$ cat config.mk
export PLATFORM = sky130hd
export DESIGN_NAME = acc_top
export DESIGN_NICKNAME = d
export VERILOG_FILES = /design/src/rtl/acc_pkg.sv /design/src/rtl/acc_sync_if.sv /design/src/rtl/acc_top.sv /design/src/rtl/acc_sync.sv
export VERILOG_INCLUDE_DIRS = /design/src /design/src/rtl
export SDC_FILE = /design/constraint.sdc
export NUM_CORES = 1
export LEC_CHECK = 0
export BUFFER_PORTS_ARGS = -buffer_cell sky130_fd_sc_hd__buf_2
export CAP_MARGIN = 25
export CORE_UTILIZATION = 40
export DETAILED_ROUTE_END_ITERATION = 10
export GPL_TIMING_DRIVEN = 0
export PLACE_DENSITY = 0.75
export SYNTH_ARGS = -nofsm -noshare
export SYNTH_HDL_FRONTEND = slang
export SYNTH_SLANG_ARGS = --single-unit
$ cat constraint.sdc
create_clock -name aclk -period 1.53 [get_ports aclk]
set_input_delay 0.153 -clock aclk [delete_from_list [all_inputs] [get_ports aclk]]
set_output_delay 0.153 -clock aclk [all_outputs]
set_load 0.01 [all_outputs]
$ cat src/rtl/acc_params.svh
// constants for the comparator control block: offsets, fields, reset values
// assumes inclusion by the top module and the bench only
`ifndef ACC_PARAMS_SVH
`define ACC_PARAMS_SVH
`define ACC_OFF_CSR      8'h00
`define ACC_OFF_IRQ_STAT 8'h04
`define ACC_OFF_IRQ_MASK 8'h08
`define ACC_BIT_ON       7
`define ACC_BIT_REFSEL   6
`define ACC_BIT_FLAG     5
`define ACC_BIT_IRQEN    4
`define ACC_BIT_LIVE     3
`define ACC_BIT_PINEN    2
`define ACC_CSR_RESET    8'h00
`define ACC_MASK_RESET   1'b1
`define ACC_RESP_OKAY    2'b00
`define ACC_RESP_SLVERR  2'b10
`endif

$ cat src/rtl/acc_pkg.sv
// types for the comparator control block
// assumes acc_params.svh sits beside it
package acc_pkg;
   typedef enum logic [1:0] {
      ACC_FALL0,
      ACC_RISE,
      ACC_FALL2,
      ACC_BOTH
   } acc_edge_t;
endpackage

$ cat src/rtl/acc_sync_if.sv
// interface carrying the synchronised comparator result to the top
// assumes one clock domain, aclk
`timescale 1ns/1ps
`default_nettype none
interface acc_sync_if;
   logic cur;
   logic prev;
   modport src (output cur, output prev);
   modport dst (input cur, input prev);
endinterface
`default_nettype wire

$ cat src/rtl/acc_top.sv
// comparator control logic: AXI4-Lite slave, edge detect, flag and interrupt
// assumes analog core outside: it compares the chosen input with the negative pin
//
// The implementer's own choices: register access over AXI4-Lite and the address map.
`timescale 1ns/1ps
`default_nettype none
`include "acc_params.svh"
module acc_top (
   input  wire logic        aclk,
   input  wire logic        aresetn,
   input  wire logic        stop_deep_wake,
   input  wire logic        cmp_raw,
   output logic             cmp_power_on,
   output logic             cmp_ref_select,
   output logic             result_output_pin,
   output logic             irq,
   input  wire logic [7:0]  s_axi_awaddr,
   input  wire logic        s_axi_awvalid,
   output logic             s_axi_awready,
   input  wire logic [31:0] s_axi_wdata,
   input  wire logic [3:0]  s_axi_wstrb,
   input  wire logic        s_axi_wvalid,
   output logic             s_axi_wready,
   output logic [1:0]       s_axi_bresp,
   output logic             s_axi_bvalid,
   input  wire logic        s_axi_bready,
   input  wire logic [7:0]  s_axi_araddr,
   input  wire logic        s_axi_arvalid,
   output logic             s_axi_arready,
   output logic [31:0]      s_axi_rdata,
   output logic [1:0]       s_axi_rresp,
   output logic             s_axi_rvalid,
   input  wire logic        s_axi_rready
);
   import acc_pkg::*;

   // ****************************************
   // state
   // ****************************************
   typedef struct packed {
      logic        on;
      logic        refsel;
      logic        flag;
      logic        irqen;
      logic        pinen;
      acc_edge_t   mode;
      logic        mask;
      logic        live;
      logic        pin;
      logic        irq;
      logic        awready;
      logic        wready;
      logic        aw_got;
      logic [7:0]  aw_addr;
      logic        w_got;
      logic [31:0] w_data;
      logic [3:0]  w_strb;
      logic        bvalid;
      logic [1:0]  bresp;
      logic        arready;
      logic        rvalid;
      logic [31:0] rdata;
      logic [1:0]  rresp;
   } acc_state_t;

   acc_state_t st_r;
   acc_state_t st_nxt;
   logic       clr_n;
   logic       rise;
   logic       fall;
   logic       event_hit;
   logic       clr_flag;
   logic       wr_go;
   logic [7:0] csr_view;

   acc_sync_if sy ();

   // deep-stop wake is handled as reset so the block comes back clean
   assign clr_n = aresetn & ~stop_deep_wake;

   acc_sync u_sync (
      .aclk  (aclk),
      .clr_n (clr_n),
      .raw   (cmp_raw),
      .sy    (sy)
   );

   // ****************************************
   // edge select
   // ****************************************
   assign rise = sy.cur & ~sy.prev;
   assign fall = ~sy.cur & sy.prev;

   always_comb begin
      case (st_r.mode)
         ACC_RISE: event_hit = rise;
         ACC_BOTH: event_hit = rise | fall;
         ACC_FALL0,
         ACC_FALL2: event_hit = fall;
         default:  event_hit = 1'b0;
      endcase
   end

   assign csr_view = {st_r.on, st_r.refsel, st_r.flag, st_r.irqen,
                      st_r.live, st_r.pinen, st_r.mode};

   // both halves captured before the write acts, so no channel is lost
   assign wr_go    = st_r.aw_got & st_r.w_got & ~st_r.bvalid;

   // ****************************************
   // next state
   // ****************************************
   always_comb begin
      logic [7:0]  wa;
      logic [31:0] wd;
      logic [3:0]  ws;
      logic        ok;
      wa       = st_r.aw_addr;
      wd       = st_r.w_data;
      ws       = st_r.w_strb;
      ok       = 1'b0;
      clr_flag = 1'b0;
      st_nxt   = st_r;

      // write channels taken in either order
      if (s_axi_awvalid && st_r.awready) begin
         st_nxt.aw_got  = 1'b1;
         st_nxt.aw_addr = s_axi_awaddr;
      end
      if (s_axi_wvalid && st_r.wready) begin
         st_nxt.w_got  = 1'b1;
         st_nxt.w_data = s_axi_wdata;
         st_nxt.w_strb = s_axi_wstrb;
      end
      if (wr_go) begin
         st_nxt.aw_got = 1'b0;
         st_nxt.w_got  = 1'b0;
         st_nxt.bvalid = 1'b1;
         case (wa)
            `ACC_OFF_CSR: begin
               ok = 1'b1;
               if (ws[0]) begin
                  st_nxt.on     = wd[`ACC_BIT_ON];
                  st_nxt.refsel = wd[`ACC_BIT_REFSEL];
                  st_nxt.irqen  = wd[`ACC_BIT_IRQEN];
                  st_nxt.pinen  = wd[`ACC_BIT_PINEN];
                  st_nxt.mode   = acc_edge_t'(wd[1:0]);
                  clr_flag      = wd[`ACC_BIT_FLAG];
               end
            end
            `ACC_OFF_IRQ_STAT: begin
               ok = 1'b1;
               if (ws[0]) begin
                  clr_flag = wd[0];
               end
            end
            `ACC_OFF_IRQ_MASK: begin
               ok = 1'b1;
               if (ws[0]) begin
                  st_nxt.mask = wd[0];
               end
            end
            default: ok = 1'b0;
         endcase
         st_nxt.bresp = ok ? `ACC_RESP_OKAY : `ACC_RESP_SLVERR;
      end
      if (st_r.bvalid && s_axi_bready) begin
         st_nxt.bvalid = 1'b0;
      end

      // read: arready stands while idle, data follows the address handshake
      if (s_axi_arvalid && st_r.arready) begin
         st_nxt.rvalid  = 1'b1;
         st_nxt.rresp   = `ACC_RESP_OKAY;
         case (s_axi_araddr)
            `ACC_OFF_CSR:      st_nxt.rdata = {24'h0, csr_view};
            `ACC_OFF_IRQ_STAT: st_nxt.rdata = {31'h0, st_r.flag};
            `ACC_OFF_IRQ_MASK: st_nxt.rdata = {31'h0, st_r.mask};
            default: begin
               st_nxt.rdata = 32'h0;
               st_nxt.rresp = `ACC_RESP_SLVERR;
            end
         endcase
      end
      if (st_r.rvalid && s_axi_rready) begin
         st_nxt.rvalid = 1'b0;
      end

      // flag: set wins over a clear in the same cycle
      if (clr_flag) begin
         st_nxt.flag = 1'b0;
      end
      if (st_r.on && event_hit) begin
         st_nxt.flag = 1'b1;
      end

      st_nxt.live = st_r.on ? sy.cur : 1'b0;
      st_nxt.pin  = st_r.on & st_r.pinen & sy.cur;
      st_nxt.irq  = st_nxt.flag & st_nxt.irqen & st_nxt.mask;

      // ready flops: low while a transfer is held, so nothing is taken twice
      st_nxt.awready = ~st_nxt.aw_got & ~st_nxt.bvalid;
      st_nxt.wready  = ~st_nxt.w_got & ~st_nxt.bvalid;
      st_nxt.arready = ~st_nxt.rvalid;

      if (!clr_n) begin
         st_nxt      = '0;
         st_nxt.mask = `ACC_MASK_RESET;
      end
   end

   always_ff @(posedge aclk) begin
      st_r <= st_nxt;
   end

   // ****************************************
   // outputs
   // ****************************************
   assign cmp_power_on      = st_r.on;
   assign cmp_ref_select    = st_r.refsel;
   assign result_output_pin = st_r.pin;
   assign irq               = st_r.irq;
   assign s_axi_awready     = st_r.awready;
   assign s_axi_wready      = st_r.wready;
   assign s_axi_bvalid      = st_r.bvalid;
   assign s_axi_bresp       = st_r.bresp;
   assign s_axi_arready     = st_r.arready;
   assign s_axi_rvalid      = st_r.rvalid;
   assign s_axi_rdata       = st_r.rdata;
   assign s_axi_rresp       = st_r.rresp;

   // ****************************************
   // checks
   // ****************************************
   a_live_off_zero: assert property (@(posedge aclk) disable iff (!aresetn)
      !st_r.on |=> !st_r.live) else $error("live bit set while disabled");
   a_live_follows: assert property (@(posedge aclk) disable iff (!clr_n)
      st_r.on && $stable(st_r.on) |-> st_r.live == $past(sy.cur))
      else $error("live bit lags result");
   a_flag_on_rise: assert property (@(posedge aclk) disable iff (!clr_n)
      st_r.on && st_r.mode == ACC_RISE && rise |=> st_r.flag)
      else $error("rise missed");
   a_flag_on_fall: assert property (@(posedge aclk) disable iff (!clr_n)
      st_r.on && st_r.mode == ACC_FALL2 && fall |=> st_r.flag)
      else $error("fall missed");
   a_flag_holds: assert property (@(posedge aclk) disable iff (!clr_n)
      st_r.flag && !clr_flag |=> st_r.flag) else $error("flag lost");
   a_flag_noevt: assert property (@(posedge aclk) disable iff (!clr_n)
      !st_r.flag && !(st_r.on && event_hit) |=> !st_r.flag)
      else $error("flag set spuriously");
   a_irq_follow: assert property (@(posedge aclk) disable iff (!clr_n)
      st_r.flag && st_r.irqen && st_r.mask |-> st_r.irq)
      else $error("irq missing");
   a_pin_gated: assert property (@(posedge aclk) disable iff (!clr_n)
      !st_r.pinen ##1 !st_r.pinen |-> !st_r.pin) else $error("pin driven");
   a_reset_clear: assert property (@(posedge aclk)
      !aresetn |=> st_r.on == 1'b0 && st_r.flag == 1'b0 && !irq)
      else $error("reset state wrong");
   a_bvalid_holds: assert property (@(posedge aclk) disable iff (!clr_n)
      st_r.bvalid && !s_axi_bready |=> st_r.bvalid)
      else $error("write response dropped");
   a_rvalid_holds: assert property (@(posedge aclk) disable iff (!clr_n)
      st_r.rvalid && !s_axi_rready |=> st_r.rvalid && $stable(st_r.rdata))
      else $error("read response dropped");
endmodule // acc_top
`default_nettype wire

$ cat src/rtl/acc_sync.sv
// two-stage synchroniser plus previous-sample register for the comparator
// assumes raw input is asynchronous to aclk
`timescale 1ns/1ps
`default_nettype none
module acc_sync (
   input  wire logic aclk,
   input  wire logic clr_n,
   input  wire logic raw,
   acc_sync_if.src   sy
);
   typedef struct packed {
      logic s1;
      logic s2;
      logic s3;
   } acc_sync_st_t;
   acc_sync_st_t st_r;
   acc_sync_st_t st_nxt;

   always_comb begin
      st_nxt    = st_r;
      st_nxt.s1 = raw;
      st_nxt.s2 = st_r.s1;
      st_nxt.s3 = st_r.s2;
      if (!clr_n) begin
         st_nxt = '0;
      end
   end

   always_ff @(posedge aclk) begin
      st_r <= st_nxt;
   end

   assign sy.cur  = st_r.s2;
   assign sy.prev = st_r.s3;
endmodule // acc_sync
`default_nettype wire

[Word-level counts from Yosys, hierarchy flattened]
Index checks and enable logic that the tools add are counted.
Word-level totals
  flip-flop bits (word level): 101
  bits in latches: 0
  bits in writable memories: 0
  ROM bits: 0
  input bits: 61
  word-level logic and storage cells: 92
  memories: 0
Cells by class
  add/subtract/negate cells: 0
  multiply operators: 0
  divide/modulo/power cells: 0
  order comparisons: 0
  eq/ne operators: 7
  shift operators: 0
  multiplexer cells: 25
  bitwise logic cells: 20
  reduce and logical (&&, ||, !) cells: 14
Operators by type and width (count)
  2-to-1 mux 37 bit: 1
  2-to-1 mux 35 bit: 1
  one-hot mux 8 bit (3 select lines): 1
  equality test 8 x 3 -> 1 bit, second input constant: 2
  equality test 8 x 4 -> 1 bit, second input constant: 2
  logical NOT 8 bit: 2
  2-to-1 mux 1 bit: 13
  bitwise AND 1 bit: 11
  2-to-1 mux 9 bit: 1
  2-to-1 mux 4 bit: 2
  NOT 1 bit: 8
  logical AND 1 bit: 6
  OR reduction 3 bit: 2
  2-to-1 mux 5 bit: 1
  equality test 2 bit, second input constant: 2
  2-to-1 mux 2 bit: 2
  2-to-1 mux 3 bit: 1
  one-hot mux 1 bit (3 select lines): 1
  AND reduction 3 bit: 1
  equality test 2 x 1 -> 1 bit, second input constant: 1
  logical NOT 2 bit: 1
  one-hot mux 1 bit (2 select lines): 1
  AND reduction 2 bit: 1
  OR reduction 2 bit: 1
  bitwise OR 1 bit: 1

[Logic depth before layout (Yosys ltp)]
Gate-level depths: netlist of the first run.
  word-level depth: 9
  gate-level depth with buffers: 6
  depth with buffers taken out: 6

[Cells and area by module]
From an unflattened synthesis of the first run, not the netlist that was laid out.
Second synthesis, totals
  cells, all modules: 235
  area, all modules: 2069.5 um^2
By module, submodules not included
  acc_top: instances 1, cells an instance 229, area an instance 1990.7 um^2
  acc_sync: instances 1, cells an instance 6, area an instance 78.8 um^2

[Least setup slack after synthesis of the first run]
Ideal clock, no wire load.
  path type: flip-flop to flip-flop
  start: reg st_r, in the netlist s_axi_arready
  end: reg st_r, in the netlist s_axi_rdata[1]
  setup time: 0.065 ns
  arrival time: 1.370 ns
  data required time: 1.465 ns
  path slack: 0.094 ns
  cell stages (with the launch flop): 5
  cell sequence: dfxtp_1 -> or4bb_1 -> nor4_4 -> a22oi_1 -> nor2_1
Between the ends
  cells in the longest elaborated chain, start to end: 1
RTL lines
  from (decl): RTL line acc_top.sv:66  | acc_state_t st_r;
  from (signal assigned): RTL line acc_top.sv:213  | st_r <= st_nxt;
  logical AND 1 bit: RTL line acc_top.sv:172  | if (s_axi_arvalid && st_r.arready) begin
Every way passes these cells.
A chain may end at the register's enable or synchronous reset.

[Worst setup path after layout of the first run]
  start: reg st_r[84] (netlist bit)
  end: reg st_r, in the netlist irq
Between the ends
  cells in the longest elaborated chain, start to end: 7
  elaborated cells between the ends (all ways): 8
RTL lines
  bitwise AND 1 bit (*) (2 in a row): RTL line acc_top.sv:108  | assign wr_go = st_r.aw_got & st_r.w_got & ~st_r.bvalid;
  2-to-1 mux 1 bit: RTL line acc_top.sv:135  | if (wr_go) begin
  2-to-1 mux 1 bit: RTL line acc_top.sv:190  | if (clr_flag) begin
  2-to-1 mux 1 bit: RTL line acc_top.sv:193  | if (st_r.on && event_hit) begin
  bitwise AND 1 bit: RTL line acc_top.sv:199  | st_nxt.irq = st_nxt.flag & st_nxt.irqen & st_nxt.mask;
  bitwise AND 1 bit (*): RTL line acc_top.sv:199
Every way passes the cells marked *; elsewhere a longest branch is shown, timed or not.

==> results of run 1 <==
## cell type report
cell class | count | area (um2)
multi-input combinational | 162 | 917
fill | 454 | 2200
tap | 67 | 83.8
sequential | 47 | 943
timing repair buffer | 53 | 270
clock buffer | 5 | 68.8
clock inverter | 2 | 37.5
inverter | 3 | 11.3
buffer | 45 | 315
## cell usage after synthesis (2+ instances only)
cell type  number  area, um2
mux2i_1         9       90.1
ha_1            2       25.0
nor2_1         21       78.8
inv_1           3       11.3
nand4_1         3       18.8
nand2b_1        2       12.5
o21ai_0         2       10.0
nand2_1        39        146
and2_1          6       37.5
nor4_4          2       42.5
clkbuf_1        6       22.5
buf_4          36        270
nor2b_1         2       12.5
a22oi_1         9       67.6
and3b_1         2       17.5
dfxtp_1        47        941
a21oi_1        19       95.1
nor3_1          5       25.0
## layout by cell type, fill, tap and decap left out, drive strengths merged, types with 4 or more instances in the layout
master	count
nor3	5
mux2i	9
buf	92
nor4	4
a21oi	19
conb	26
dfxtp	47
clkbuf	11
and2	6
nand2	39
a22oi	9
nor2	21
## cells by family (layout without fill, tap and decap cells)
kind of cell             count (synthesis)  in the layout  synth area share [%]
AO/OA/AOI/OAI                           32             32                  9.16
multiplexers                            10             10                  4.92
other                                    1             26                 0.182
adder cells (fa/ha/maj)                  2              2                  1.21
AND/OR/NAND/NOR                         92             92                  23.2
flip-flops                              47             47                  45.6
buffers and inverters                   48            108                  15.7
## worst max-delay path, cell delays in order (launching register included)
cell and delay (ns):
dfxtp_1 0.37, and3b_1 0.17, buf_4 0.14, and4_1 0.20
buf_6 0.14, mux2i_4 0.25, nor4_2 0.06
## worst paths after layout
kind                       start        endpoint  cells after the start
hold reg to reg   u_sync.st_r[2]   u_sync.sy.cur                      1
setup reg to reg        st_r[84]             irq                      6
setup / recovery        st_r[84]             irq                      6
hold / removal           cmp_raw  u_sync.st_r[2]                      2
## power groups by stage
stage          logic (mW)  clock network (mW)  registers [mW]
2_1_floorplan       0.136                   0            1.28
3_3_place_gp        0.206                   0            1.27
3_5_place_dp        0.208                   0            1.28
4_1_cts             0.209               0.886            1.25
5_1_grt             0.237               0.941            1.25
6_report            0.211               0.862            1.25
## timing repair
item,in CTS,in global routing
buffers inserted,1,1
resized for setup,3,7
pin swaps,2,5
setup endpoints to repair,9,13
## layer usage
layer  global-route usage [%]  vias up  part of all wire, %
met2                     25.3       52                   46
met5                        0        -                    0
met1                     19.8      727                   47
li1                         -      883                    -
met4                     5.34        0                  1.3
met3                     4.80        6                  5.6
==> flow_metrics.py, run 1 <==
metrics = {
    "cells_and_area": {
        "stdcell_count": 384,
        "diodes": 0,
        "fin_util_pct": 54.6,
        "syn2layout_area_growth_pct": 28.4,
        "fin_area_mm2": 0.00265,
        "registers.top_by_ff_count": "st_r",
        "layout-drive-gt1-share_pct": 35.0,
        "largest_reg_flops": 19,
        "final_nets": 380,
    },
    "global_route": {
        "gr-total-overflow": 0,
        "grt_pass1_vias": 1484,
        "antenna_found_initial": 0,
        "grt_max_degree": 15,
        "grt_pass1_wl_um": 6480,
        "track_usage_pct": 15.7,
    },
    "hold_path": {
        "min_path_type": "in -> reg",
    },
    "sta": {
        "period_share_pct": 95.8,
        "setup_viol": 0,
        "drv_slew": 0,
        "rsz0062_at_grt": "yes",
        "finalCriticalPeriod_ns": 1.47,
        "fin_ws_ns": 0.0642,
        "finalSetupTns_ns": 0,
        "hold_viol": 0,
        "finClkSkew_ns": 0.00474,
        "fmax_mhz": 682,
        "worst_hold_slack_ns": 0.0635,
    },
    "clock_network": {
        "cts.sinks": 47,
        "tritoncts": "done",
        "clk_pin_slew_ns": 0.08,
        "cts_inserted_buffers": 5,
        "clock_path_buffers": 2,
        "hold_buffers": 0,
        "root_buffer": "clkbuf_8",
        "clock_latency_ns": 0.29,
        "htreeDepth": 2,
    },
    "placed_design": {
        "place.detailed.hpwl_um": 3060,
        "pre_cts_ws_ns": -0.0198,
        "dp.cells": 375,
        "place_area_mm2": 0.00249,
        "io_buffers": 51,
        "gp_congestion": 0.733,
    },
    "die": {
        "initial_utilization_pct": 42.5,
        "core-area_mm2": 0.00485,
        "core.rowCount": 25,
        "die_h_um": 73.8,
        "fp.dieW_um": 73.8,
        "fp.dieArea_mm2": 0.00545,
        "ios": 106,
    },
    "power": {
        "clkPwrFrac_pct": 37.1,
        "p_sw_share_pct": 21.7,
        "intPower_mw": 1.82,
        "power.switching_uw": 504,
        "p_per_area_mw_per_mm2": 876,
        "leakagePower_nw": 1.18,
        "worst_ir_drop_vdd_uv": 683,
        "p_comb_share_pct": 9.1,
        "totalPowerFinal_mw": 2.32,
        "power.share.sequential_pct": 53.8,
    },
    "logic_synthesis": {
        "async_flop_share_pct": 0,
        "ys_warn_count": 0,
        "synth-edff-count": 0,
        "synth-main-ff-cell": "dfxtp_1",
        "ys_seq_area_share_pct": 45.6,
        "synth_area_mm2": 0.00206,
        "synth_cell_types": 35,
        "postSynthAreaPerCell_um2": 8.89,
        "syn_inst": 232,
        "synth-seq-cells": 47,
    },
    "worst_setup_path": {
        "crit_fanout": 8,
        "arrival_ns": 1.63,
        "crit_type": "reg -> reg",
        "cp-start-kind": "flip-flop",
        "crit_path_end_kind": "flip-flop",
        "r2r_slack_ns": 0.06,
        "required_ns": 1.70,
    },
    "routing": {
        "wl_um": 3920,
        "dr.pass1.iters": 4,
        "wl_per_cell_um": 10.2,
        "vias_per_cell": 4.34,
        "drtAntennaViolNets": 0,
        "via_count": 1668,
        "drt_iter0_markers": 39,
        "drc": 0,
    },
    "outcome": {
        "status": "completed",
    },
    "flow_run": {
        "drv_cap": 0,
    },
}
No activity file was read; power rests on OpenSTA's default activity.
==> run 2: changes to the inputs <==
CORE_UTILIZATION = 42   (was 40)
CTS_BUF_LIST = sky130_fd_sc_hd__clkbuf_4   (was default)
PLACE_DENSITY = 0.78   (was 0.75)
==> flow_metrics.py, run 2 (synthesis results as in run 1) <==
metrics = {
    "routing": {
        "dr.pass1.iters": 4,
        "wl_per_cell_um": 10.6,
        "via_count": 1731,
        "drtAntennaViolNets": 0,
        "drc": 0,
        "vias_per_cell": 4.45,
        "wl_um": 4110,
        "drt_iter0_markers": 64,
    },
    "placed_design": {
        "pre_cts_ws_ns": -0.0484,
        "place.detailed.hpwl_um": 3170,
        "dp.cells": 375,
        "io_buffers": 51,
        "place_area_mm2": 0.00249,
        "gp_congestion": 0.811,
    },
    "clock_network": {
        "clock_latency_ns": 0.35,
        "cts_inserted_buffers": 5,
        "root_buffer": "clkbuf_4",
        "clk_pin_slew_ns": 0.13,
        "clock_path_buffers": 2,
        "tritoncts": "done",
        "htreeDepth": 2,
        "cts.sinks": 47,
    },
    "power": {
        "p_per_area_mw_per_mm2": 818,
        "leakagePower_nw": 1.19,
        "worst_ir_drop_vdd_uv": 439,
    },
    "cells_and_area": {
        "final_cell_mix": "buf_2 (51), dfxtp_1 (43), buf_4 (40), nand2_1 (39), conb_1 (26)",
        "final_nets": 384,
        "largest_reg_flops": 19,
        "fillCellCount": 438,
        "diodes": 0,
        "layout-drive-gt1-share_pct": 36.0,
        "syn2layout_area_growth_pct": 29.0,
        "registers.top_by_ff_count": "st_r",
        "final_common_cell": "buf_2",
        "stdcell_count": 389,
        "fin_area_mm2": 0.00266,
    },
    "worst_setup_path": {
        "cpMostUsedCell": "buf_6",
        "path_buf_inv": 2,
        "critPathSlowestCell": "dfxtp_1",
        "crit_type": "reg -> reg",
        "path_delay_family": "simple AND/OR/NAND/NOR gates",
        "crit_fanout": 7,
        "r2r_start": "st_r[84]",
        "crit_path_end_kind": "flip-flop",
        "required_ns": 1.76,
        "cp-start-kind": "flip-flop",
        "startpoint": "st_r[84]",
        "crit_path_cell_trace": "and3b_1 -> buf_6 -> and4_1 -> buf_6 -> mux2i_4 -> nor4_2",
        "arrival_ns": 1.69,
        "max_stage_delay_ns": 0.38,
    },
    "sta": {
        "worst_pin_slew_ns": 0.512,
        "slew_headroom_pct": 65.9,
        "hold_viol": 0,
        "period_share_pct": 95.1,
        "finalCriticalPeriod_ns": 1.46,
        "drv_slew": 0,
        "setup_viol": 0,
        "fin_ws_ns": 0.0744,
        "finClkSkew_ns": 0.00448,
        "fmax_mhz": 687,
    },
    "global_route": {
        "track_usage_pct": 16.0,
        "antenna_found_initial": 0,
        "gr-total-overflow": 0,
        "grt_pass1_wl_um": 6500,
        "grt_max_degree": 15,
        "grt_pass1_vias": 1535,
    },
    "die": {
        "initial_utilization_pct": 43.7,
        "fp.dieArea_mm2": 0.00519,
        "core.rowCount": 25,
        "ios": 106,
        "core-area_mm2": 0.00472,
        "die_h_um": 72.1,
        "fp.dieW_um": 72.1,
    },
    "hold_path": {
        "min_path_type": "in -> reg",
        "hp-start": "s_axi_awaddr[4]",
    },
    "outcome": {
        "status": "completed",
    },
    "flow_run": {
        "drv_cap": 0,
    },
}
## run 2: cell types whose count changed in the layout (fill, tap and decap cells not counted), sizes merged
cell / previous run / this run
buf: 92 / 95
clkinv: 0 / 2
dlygate4sd3: 0 / 1
clkinvlp: 1 / 0
## run 2: repair_timing
item	4_1_cts	5_1_grt
endpoints found under the setup margin	9	15
hold buffers	1	0
cloned	0	0
pin swaps	2	3
endpoints found under the hold margin	1	0
gates resized for setup	3	11
setup buffers	3	2
## run 2: worst reg2reg max path: stages (launching register included)
cell and delay [ns]:
dfxtp_1 0.38, and3b_1 0.19, buf_6 0.12, and4_1 0.20, buf_6 0.15, mux2i_4 0.24
nor4_2 0.06
## run 2: per-stage QoR
step / utilization (%) / hold slack (ns) / power, mW / TNS, ns
finish: 56.3 / 0.0254 / 2.18 / 0
detailed placement: 52.8 / 0.363 / 1.48 / -0.195
global placement: 52.8 / 0.370 / 1.48 / -0.0311
global route: 56.3 / 0.00995 / 2.28 / -0.00156
floorplan: - / 0.275 / 1.41 / 0
CTS: 55.3 / 0.0113 / 2.20 / 0
## run 2: final timing paths
kind	endpoint	slack, ns	cells after the start
worst min register to register	u_sync.sy.cur	0.44	1
worst max-delay path	irq	0.07	6
worst min-delay path	st_r[80]	0.03	3
worst max register to register	irq	0.07	6
## run 2: power breakdown
| group | leakage [nW] | internal, mW | switching [mW] | total [mW] |
|---|---|---|---|---|
| Sequential | 0.382 | 1.24 | 0.00973 | 1.25 |
| Clock | 0.0426 | 0.336 | 0.373 | 0.709 |
| Combinational | 0.769 | 0.106 | 0.113 | 0.218 |
## run 2: layer usage
metal	track usage, %	wire [um]	vias to the layer above
li1	-	-	895
met1	17.5	1770	782
met2	30.3	2120	52
met3	4.17	214	2
met4	3.92	10	0
met5	0	0	-
## run 2: layout make-up
class	instances	area [um2]	area share (%)
Sequential cell	47	946	35.6
Multi-Input combinational cell	162	917	34.5
Buffer	45	319	12.0
Timing Repair Buffer	57	307	11.5
Tap cell	67	83.8	3.15
Clock inverter	3	38.8	1.46
Clock buffer	5	37.5	1.41
Inverter	3	11.3	0.423
